## config.mk

```make
export PLATFORM = sky130hd
export DESIGN_NAME = mdc_ctrl
export DESIGN_NICKNAME = d
export VERILOG_FILES = /design/src/mdc_pkg.sv /design/src/mdc_ctrl.sv
export SDC_FILE = /design/constraint.sdc
export NUM_CORES = 1
export LEC_CHECK = 0
export BUFFER_PORTS_ARGS = -buffer_cell sky130_fd_sc_hd__buf_2
export CAP_MARGIN = 30
export CORE_MARGIN = 2
export CORE_UTILIZATION = 40
export DETAILED_ROUTE_END_ITERATION = 6
export MAX_ROUTING_LAYER = met4
export PLACE_DENSITY = 0.57
export SYNTH_ARGS = -nofsm -noshare
export SYNTH_HDL_FRONTEND = slang
export SYNTH_SLANG_ARGS = --single-unit
export TNS_END_PERCENT = 5
```

## constraint.sdc

```tcl
create_clock -name mclk_i -period 3.8 [get_ports mclk_i]
set_clock_uncertainty 0.2 [all_clocks]
set_input_delay 0.76 -clock mclk_i [delete_from_list [all_inputs] [get_ports mclk_i]]
set_output_delay 0.76 -clock mclk_i [all_outputs]
set_load 0.02 [all_outputs]
```

## src/mdc_pkg.sv

```systemverilog
/*
 * Constants for the decoder front-end control and clock-correction block.
 * Assumes a 16-bit register port with byte-wide addresses and one system clock.
 */
package mdc_pkg;

	// ==========================================================
	// Register addresses
	// ==========================================================
	localparam logic [7:0]  ADDR_CTRL       = 8'h11;
	localparam logic [7:0]  ADDR_CCC        = 8'h12;
	localparam logic [7:0]  ADDR_SEL        = 8'h13;

	// ==========================================================
	// Control register fields
	// ==========================================================
	localparam int          BIT_DEC1_EN     = 9;
	localparam int          BIT_DEC2_EN     = 10;
	localparam int          BIT_SPEED       = 11;
	localparam int          BIT_IRQ10_EN    = 12;
	localparam int          BIT_IRQ32_EN    = 13;
	localparam int          BIT_IRQ54_EN    = 14;
	localparam int          BIT_CORE_SEL    = 15;
	localparam int          CTRL_LSB        = 9;
	// Fields only the supervisory core may write
	localparam logic [15:0] CTRL_SUP_MASK   = 16'h8600;
	// Fields either core may write
	localparam logic [15:0] CTRL_ANY_MASK   = 16'h7800;
	localparam logic [15:0] CTRL_RST        = 16'h0000;

	// ==========================================================
	// Measurement select register and count
	// ==========================================================
	localparam int          SEL_LSB         = 4;
	localparam logic [1:0]  SEL_DISABLE     = 2'h3;
	localparam logic [1:0]  SEL_RST         = 2'h3;
	localparam logic [15:0] CCC_RST         = 16'h0000;
	localparam logic [9:0]  WIN_EDGES       = 10'h200;

	// ==========================================================
	// Core identities and states
	// ==========================================================
	localparam logic        CORE_SUP        = 1'b0;
	localparam logic        CORE_PROC       = 1'b1;

	typedef enum logic [1:0] {
		MDC_IDLE = 2'b01,
		MDC_MEAS = 2'b10
	} mdc_state_t;

endpackage : mdc_pkg

```

## src/mdc_ctrl.sv

```systemverilog
/*
 * Upper front-end control bits, filter interrupt routing and the
 * clock-correction measurement of decoder sync bits over a 32 kHz window.
 * Assumes all inputs are synchronous to mclk_i except ref32k_i, and that
 * decoder sync indications are one-cycle pulses.
 */
// Our own choice: strobed register access.
module mdc_ctrl (
	input  wire logic        mclk_i,            // System clock, 10 MHz
	input  wire logic        sys_rst_i,         // Synchronous reset, active high
	input  wire logic [7:0]  reg_addr_i,        // Register address
	input  wire logic [15:0] reg_wdata_i,       // Write data
	input  wire logic        reg_wr_i,          // Write strobe
	input  wire logic        reg_rd_i,          // Read strobe
	input  wire logic        reg_core_i,        // Accessing core, 1 = processing
	output logic      [15:0] reg_rdata_o,       // Read data, cycle after read
	input  wire logic        processing_core_active_i, // Chooses select copy
	input  wire logic        pin_output_mode_bit_p03_i, // Mode bit, port 0 bit 3
	input  wire logic        pin_output_mode_bit_p20_i, // Mode bit, port 2 bit 0
	input  wire logic        ref32k_i,          // 32 kHz reference, asynchronous
	input  wire logic [2:0]  sync_bit_i,        // Sync bit pulses, decoders 0..2
	input  wire logic [5:0]  filt_flag_i,       // Filter output buffer flags
	input  wire logic [5:0]  filt_clr_req_i,    // Flag clear requests
	input  wire logic        filt_clr_core_i,   // Core issuing the clear
	output logic             decoder1_enable_o, // Decoder 1 and filters enable
	output logic             decoder2_enable_o, // Decoder 2 and filters enable
	output logic             dec1_in_diff_o,    // Decoder 1 positive input differential
	output logic             dec2_in_diff_o,    // Decoder 2 positive input differential
	output logic             sample_clock_speed_sel_o, // Sampling speed select
	output logic [2:0]       buf_irq_enable_o,  // Pair enables 54, 32, 10
	output logic             irq_core_select_o, // Interrupt owner, 1 = processing
	output logic             irq_sup_o,         // Filter interrupt to supervisory core
	output logic             irq_proc_o,        // Filter interrupt to processing core
	output logic [5:0]       filt_clr_o,        // Accepted flag clears
	output logic             meas_busy_o        // Measurement in progress
);

	// ==========================================================
	// Decode
	// ==========================================================
	function automatic logic hit(input logic [7:0] a, input logic [7:0] reg_a);
		hit = (a == reg_a);
	endfunction : hit

	logic [15:0]      ctrl_q;
	logic [15:0]      ctrl_d;
	logic [1:0]       sel_sup_q;
	logic [1:0]       sel_proc_q;
	logic [15:0]      ccc_q;
	logic [15:0]      cnt_q;
	logic [9:0]       edges_q;
	logic [2:0]       ref_sync_q;
	logic [1:0]       meas_src_q;
	mdc_pkg::mdc_state_t state_q;
	mdc_pkg::mdc_state_t state_d;

	wire              wr_ctrl    = reg_wr_i && hit(reg_addr_i, mdc_pkg::ADDR_CTRL);
	wire              wr_sel     = reg_wr_i && hit(reg_addr_i, mdc_pkg::ADDR_SEL);
	wire [1:0]        wsel       = reg_wdata_i[mdc_pkg::SEL_LSB +: 2];
	// Only the copy owned by the active core drives the measurement
	wire              sel_active = wr_sel && (reg_core_i == processing_core_active_i);
	wire              meas_start = sel_active && (wsel != mdc_pkg::SEL_DISABLE);
	wire              meas_stop  = sel_active && (wsel == mdc_pkg::SEL_DISABLE);
	wire [15:0]       wr_mask    = (reg_core_i == mdc_pkg::CORE_SUP) ?
	                               (mdc_pkg::CTRL_SUP_MASK | mdc_pkg::CTRL_ANY_MASK) :
	                               mdc_pkg::CTRL_ANY_MASK;
	wire              ref_rise   = ref_sync_q[1] && !ref_sync_q[2];
	wire              win_done   = ref_rise && (edges_q == mdc_pkg::WIN_EDGES - 10'h001);
	wire              sync_hit   = (meas_src_q != mdc_pkg::SEL_DISABLE) &&
	                               sync_bit_i[meas_src_q];
	wire [5:0]        pair_en    = {{2{ctrl_q[mdc_pkg::BIT_IRQ54_EN]}},
	                                {2{ctrl_q[mdc_pkg::BIT_IRQ32_EN]}},
	                                {2{ctrl_q[mdc_pkg::BIT_IRQ10_EN]}}};
	wire              irq_any    = |(filt_flag_i & pair_en);
	wire              core_sel   = ctrl_q[mdc_pkg::BIT_CORE_SEL];
	wire [1:0]        sel_own    = (reg_core_i == mdc_pkg::CORE_PROC) ? sel_proc_q : sel_sup_q;
	wire [15:0]       rd_mux     = hit(reg_addr_i, mdc_pkg::ADDR_CTRL) ?
	                                 {ctrl_q[15:mdc_pkg::CTRL_LSB], 9'h000} :
	                               hit(reg_addr_i, mdc_pkg::ADDR_CCC) ? ccc_q :
	                               hit(reg_addr_i, mdc_pkg::ADDR_SEL) ?
	                                 {10'h000, sel_own, 4'h0} : 16'h0000;

	assign ctrl_d = wr_ctrl ? ((ctrl_q & ~wr_mask) | (reg_wdata_i & wr_mask)) : ctrl_q;

	always_comb
	begin
		state_d = state_q;
		case (state_q)
			mdc_pkg::MDC_IDLE:
			begin
				if (meas_start)
					state_d = mdc_pkg::MDC_MEAS;
			end
			mdc_pkg::MDC_MEAS:
			begin
				if (meas_stop || win_done)
					state_d = mdc_pkg::MDC_IDLE;
			end
			default:
				state_d = mdc_pkg::MDC_IDLE;
		endcase
	end

	// ==========================================================
	// Register port
	// ==========================================================
	always_ff @(posedge mclk_i)
	begin
		if (sys_rst_i)
		begin
			ctrl_q      <= mdc_pkg::CTRL_RST;
			sel_sup_q   <= mdc_pkg::SEL_RST;
			sel_proc_q  <= mdc_pkg::SEL_RST;
			reg_rdata_o <= 16'h0000;
		end
		else
		begin
			ctrl_q      <= ctrl_d;
			reg_rdata_o <= reg_rd_i ? rd_mux : 16'h0000;
			// Inactive copy still stores the value, it just steers nothing
			if (wr_sel && reg_core_i == mdc_pkg::CORE_SUP)
				sel_sup_q <= wsel;
			if (wr_sel && reg_core_i == mdc_pkg::CORE_PROC)
				sel_proc_q <= wsel;
		end
	end

	// ==========================================================
	// Decoder enables and forced input mode
	// ==========================================================
	logic [1:0] diff_q;
	wire  [1:0] dec_en_d  = {ctrl_d[mdc_pkg::BIT_DEC2_EN], ctrl_d[mdc_pkg::BIT_DEC1_EN]};
	wire  [1:0] mode_pin  = {pin_output_mode_bit_p20_i, pin_output_mode_bit_p03_i};

	generate
		for (genvar g = 0; g < 2; g++)
		begin : g_dec
			always_ff @(posedge mclk_i)
			begin
				if (sys_rst_i)
					diff_q[g] <= 1'b0;
				else
					diff_q[g] <= dec_en_d[g] && mode_pin[g];
			end
		end
	endgenerate

	assign decoder1_enable_o        = ctrl_q[mdc_pkg::BIT_DEC1_EN];
	assign decoder2_enable_o        = ctrl_q[mdc_pkg::BIT_DEC2_EN];
	assign sample_clock_speed_sel_o = ctrl_q[mdc_pkg::BIT_SPEED];
	assign buf_irq_enable_o         = ctrl_q[mdc_pkg::BIT_IRQ54_EN:mdc_pkg::BIT_IRQ10_EN];
	assign irq_core_select_o        = core_sel;
	assign dec1_in_diff_o           = diff_q[0];
	assign dec2_in_diff_o           = diff_q[1];

	// ==========================================================
	// Interrupt routing and clear ownership
	// ==========================================================
	always_ff @(posedge mclk_i)
	begin
		if (sys_rst_i)
		begin
			irq_sup_o  <= 1'b0;
			irq_proc_o <= 1'b0;
			filt_clr_o <= 6'h00;
		end
		else
		begin
			irq_sup_o  <= irq_any && (core_sel == mdc_pkg::CORE_SUP);
			irq_proc_o <= irq_any && (core_sel == mdc_pkg::CORE_PROC);
			// Clears from the core that does not own the flags are dropped
			filt_clr_o <= (filt_clr_core_i == core_sel) ? filt_clr_req_i : 6'h00;
		end
	end

	// ==========================================================
	// Clock-correction measurement
	// ==========================================================
	// Reference is free running and unrelated to mclk_i, so it is synchronised
	always_ff @(posedge mclk_i)
	begin
		if (sys_rst_i)
			ref_sync_q <= 3'h0;
		else
			ref_sync_q <= {ref_sync_q[1:0], ref32k_i};
	end

	always_ff @(posedge mclk_i)
	begin
		if (sys_rst_i)
		begin
			state_q    <= mdc_pkg::MDC_IDLE;
			ccc_q      <= mdc_pkg::CCC_RST;
			cnt_q      <= 16'h0000;
			edges_q    <= 10'h000;
			meas_src_q <= mdc_pkg::SEL_DISABLE;
		end
		else
		begin
			state_q <= state_d;
			if (meas_start)
			begin
				// A restart from the active copy reopens the window from zero
				ccc_q      <= mdc_pkg::CCC_RST;
				cnt_q      <= 16'h0000;
				edges_q    <= 10'h000;
				meas_src_q <= wsel;
			end
			else if (state_q == mdc_pkg::MDC_MEAS)
			begin
				if (meas_stop)
					meas_src_q <= mdc_pkg::SEL_DISABLE;
				else if (win_done)
					ccc_q <= cnt_q + {15'h0000, sync_hit};
				else
				begin
					cnt_q <= cnt_q + {15'h0000, sync_hit};
					if (ref_rise)
						edges_q <= edges_q + 10'h001;
				end
			end
		end
	end

	assign meas_busy_o = (state_q == mdc_pkg::MDC_MEAS);
endmodule : mdc_ctrl

```

After elaboration in Yosys (flattened, before gate mapping) --
Cells that the tools add are included.
Word-level totals: output and inout port bits 34, register bits 95
Operators by class: add/sub/neg operators 2, reductions and logical operators 28, order comparisons 1, bitwise gates (word level) 11, multiplexer cells 14, equality and inequality tests 13
Operator list (count):
- $mux 16 | 3
- $and 16x16->16 | 2
- $eq 8x5->1 const B | 3
- $add 16x1->16 | 1
- $not 16->16 | 1
- $or 16x16->16 | 1
- $logic_and 1x1->1 | 14
- $mux 2 | 6
- $mux 11 | 1
- $add 10x1->10 const B | 1
- $eq 10x9->1 const B | 1
- $and 6x6->6 | 1
- $mux 6 | 1
- $ne 2x2->1 const B | 3
- $not 1->1 | 6
- $reduce_and 3->1 | 2
- $reduce_or 2->1 | 3
- $reduce_or 6->1 | 1
- $eq 2x2->1 const B | 2
- $pmux 2 s2 | 1
- $reduce_and 2->1 | 2
- $reduce_and 4->1 | 1
- $reduce_bool 2->1 | 2
- $lt 2x3->1 const B | 1
- 8 further kinds | 9

Longest topological paths before layout --
depth after elaboration 7, mapped depth 9, depth with buffers taken out 8

Worst setup path before layout --
OpenSTA, ideal clock, no wires.
path type input port to flip-flop, start input port reg_addr_i[3], end register ccc_q[2], buffers on the path 3, path slack 1.051 ns, stages on the path 7, library setup time 0.139 ns, arrival time 2.409 ns, path through or4b_1 -> buf_2 -> or4_4 -> buf_6 -> o21ai_2 -> buf_4 -> a211oi_1
On the way: longest elaborated chain between the ends 6
RTL lines:
- start, declared | RTL line mdc_ctrl.sv:11 | input wire logic [7:0] reg_addr_i,
- $eq 8x5->1 * | RTL line mdc_ctrl.sv:42 | hit = (a == reg_a);
- $logic_and 1x1->1 * | RTL line mdc_ctrl.sv:58 | wire wr_sel = reg_wr_i && hit(reg_addr_i, mdc_pkg::ADDR_SEL);
- $logic_and 1x1->1 * | RTL line mdc_ctrl.sv:61 | wire sel_active = wr_sel && (reg_core_i == processing_core_active_i);
- $logic_and 1x1->1 | RTL line mdc_ctrl.sv:63 | wire meas_stop = sel_active && (wsel == mdc_pkg::SEL_DISABLE);
- $not 1->1 (no source line)
- $reduce_and 3->1 (no source line)
- end signal, assigned | RTL line mdc_ctrl.sv:193 | ccc_q <= mdc_pkg::CCC_RST;
- end signal, assigned | RTL line mdc_ctrl.sv:204 | ccc_q <= mdc_pkg::CCC_RST;
- end signal, assigned | RTL line mdc_ctrl.sv:214 | ccc_q <= cnt_q + {15'h0000, sync_hit};
- end, declared | RTL line mdc_ctrl.sv:49 | logic [15:0] ccc_q;
Every way passes the cells marked *; elsewhere a longest branch is shown, timed or not. A chain may end at the register's enable or synchronous reset.

Worst setup path after layout --
start input port reg_addr_i[3], end register ccc_q[12]
Same word-level chain as after synthesis.

==> summary.md <==
| Metric | Value |
|---|---|
| Crit path kind | `in2reg` |
| Sequential Power Share | `a little over half` |
| P_leak | `between 1.5 and 2 nW` |
| Final Cycle Share | `76.6%` |
| Slowest stage cell, crit path | `or4_4` |
| Worst path max stage delay | `a little over 0.8 ns` |
| GRT Max-Usage Layer | `met2` |
| CTS Buf Count | `9` |
| Fmax | `~340 MHz` |
| Outcome | `complete, no violations` |
| Vias | `around 3700` |
| Routed len/inst | `15.8 um` |
| Synth area leaders | `dfxtp_1, mux2i_1, o211ai_1` |
| Met3 usage | `under 10%` |
| Post-CTS Hold Buffers | `0` |
| RePlAce Congestion | `roughly 0.77` |
| Initial drt markers | `225` |
| Combinational power share | `around 5%` |
| Clock sinks | `86` |
| Max_cap viols | `0` |
| Yosys top cell area share | `roughly 40%` |
| Post-CTS setup buffer count | `0` |
| DRC Markers | `0` |
| Yosys warns | `0` |
| Initial core utilization | `between 40% and 50%` |
| Met1 Use GR | `between 20% and 30%` |
| Syn Area/Cell | `approximately 9.3 um^2` |
| NetSw | `0.414 mW` |
| Placed cells | `roughly 630` |
| Global route overflow | `0` |
| Synth unique cells | `52` |
| Multi-input gate area | `2170 um^2` |
| Post-route design area | `approximately 4800 um^2` |
| Number of synthesized flops with an enable pin | `0` |
| Final setup viols | `0` |
| Largest fanout on the critical path | `46` |
| Most common cell in the synthesized netlist | `dfxtp_1` |
| Maximum level of the CTS H-tree | `3` |
| Post-Synthesis Cells | `between 400 and 500` |
| Sw Ratio | `about a quarter` |
| Final hold vios | `0` |
| GR Layer Usage met2 | `between 20% and 30%` |
| Total wire length | `about 10000 um` |
| Int Pwr | `1.32 mW` |
| Nature of the critical path endpoint | `register` |
| Number of I/O port buffers | `75` |
| GR Util All Layers | `around a fifth` |
| Clock power frac | `between 40 and 50%` |
| Fin nets | `approximately 560` |
| Post-route antenna net violation count | `0` |
| Count of buffer and inverter cells on the critical path | `2` |
| WP data required | `between 3 and 4 ns` |
| Final slew viol count | `0` |
| Synth Flop Type | `dfxtp_1` |
| Row count | `37` |
| Die X-Extent | `106 um` |
| Die Y | `~110 um` |
| Proportion of layout cells with a drive suffix above 1 | `~22%` |
| Ant diodes | `0` |
| Top Ports | `83` |
| WHS | `between 0.2 and 0.3 ns` |
| Max VDD drop | `approximately 0.00017 V` |
| Post-synthesis register bit count | `86` |
| Setup TNS | `0 ns` |
| Commonest cells post-synth | `dfxtp_1, o211ai_1, mux2i_1, clkbuf_1, inv_1` |
| Global-route wire length before repair | `16600 um` |
| CTS max path bufs | `2` |
| CTS tree | `yes` |
| Worst-skew pair later-pin latency | `about 0.37 ns` |
| RSZ-0062 raised after global routing | `no` |
| Final worst path period need | `2.91 ns` |
| Non-Filler Instances | `approximately 650` |
| Synth area leader | `dfxtp_1` |
| Worst-Margin Slew | `~0.96 ns` |
| Slew margin rel. | `36.2%` |
| 1st-pass router iterations | `4` |
| DR vias/cell | `about 5.6` |
| CP delay by family, top | `simple AND/OR/NAND/NOR gates` |
| Startpoint types | `input pin` |
| Seq/Total Area, Yosys | `between 40% and 50%` |
| Clock-pin slew on the worst setup and hold paths | `~0.09 ns` |
| Vias in the first global route | `between 3000 and 4000` |
| Fillers | `983` |
| Antenna violations before repair | `0` |
| Area growth syn-to-layout | `14.7%` |
| Post-place instance area | `roughly 4600 um^2` |
| Die area | `roughly 11000 um^2` |
| Root buffer cell | `clkbuf_8` |
| Pwr/cell area | `359 nW/um^2` |
| WP data arrival | `around 3.0 ns` |
| Core Util, Final | `approximately 47%` |
| Asr flop ratio synth | `0%` |
| CTS-repair resized insts | `0` |
| Core area | `10300 um^2` |
| Synth Net Count | `~500` |
| Type of the worst min-delay path | `reg2reg` |
| Register area | `1720 um^2` |
| DP HPWL | `about 6900 um` |
| Synthesized cell area | `4200 um^2` |
| Largest net degree at the start of global routing | `52` |
| Cells along the critical path | `buf_2, or4b_1, or4_4, o21ai_2, buf_4, a211oi_1` |
| Register-to-register setup slack | `1.07 ns` |
## metrics by stage
stage	setup WS, ns	power, mW
floorplan	1.05	0.975
detailed placement	0.517	1.01
CTS	0.898	1.74
global route	0.817	1.79
finish	0.889	1.73
global placement	0.549	1.01
## sequential cells by signal, indices dropped and copies added (netlist names), 2 cells and up, named ones only
register	flops
sel_sup_q	2
reg_rdata_o	16
meas_src_q	2
cnt_q	16
ctrl_q	6
filt_clr_o	6
ccc_q	16
state_q	2
edges_q	10
sel_proc_q	2
ref_sync_q	3
## cell usage in the layout, fill, tap and decap left out, types with 11 or more instances in the layout
cell type | netlist | final
nor2_1 | 20 | 20
mux2i_1 | 35 | 35
o211ai_1 | 38 | 38
xnor2_1 | 13 | 13
nand4_1 | 20 | 20
nor4_1 | 18 | 18
a31oi_1 | 15 | 15
dfxtp_1 | 86 | 86
inv_1 | 21 | 21
and3_1 | 11 | 11
buf_2 | 4 | 75
a211oi_1 | 15 | 15
## layer usage
layer	routed length (um)	vias to the layer above
met3	562	10
met4	148	0
li1	-	1803
met5	0	-
met1	5100	1724
met2	4410	115
## kinds of logic (layout without fill, tap and decap cells)
family | count (synthesis) | in the layout | share of synthesized area [%]
AO/OA/AOI/OAI | 109 | 109 | 18.4
XOR/XNOR | 15 | 15 | 3.13
adder cells (fa/ha/maj) | 3 | 3 | 0.894
buffers and inverters | 65 | 124 | 7.54
flip-flops | 86 | 86 | 41.0
multiplexers | 35 | 35 | 8.34
AND/OR/NAND/NOR | 139 | 139 | 20.6
## power by group through the flow
stage | clock network, mW | logic, mW | registers (mW)
2_1_floorplan | 0 | 0.0453 | 0.930
4_1_cts | 0.752 | 0.0868 | 0.906
3_5_place_dp | 0 | 0.0863 | 0.927
5_1_grt | 0.793 | 0.0942 | 0.907
3_3_place_gp | 0 | 0.0838 | 0.927
6_report | 0.738 | 0.0865 | 0.906
## cell type report
cell class / instances / share of cell area (%)
inverters: 23 / 1.79
repair buffers: 85 / 9.35
flip-flops and latches: 86 / 35.7
multi-input cells: 301 / 44.9
well taps: 136 / 3.53
clock buffers: 9 / 2.57
clock inverters: 7 / 2.08
## final timing paths
kind	from	endpoint	cells past startpoint
hold / removal	ref_sync_q[0]$_SDFF_PP0_	ref_sync_q[1]$_SDFF_PP0_	1
setup / recovery	reg_addr_i[3]	ccc_q[12]$_SDFFE_PP0P_	6
setup reg to reg	meas_src_q[1]$_SDFFE_PP1P_	cnt_q[12]$_SDFFE_PP0P_	8
hold reg to reg	ref_sync_q[0]$_SDFF_PP0_	ref_sync_q[1]$_SDFF_PP0_	1
No activity file was read; power rests on OpenSTA's default activity.
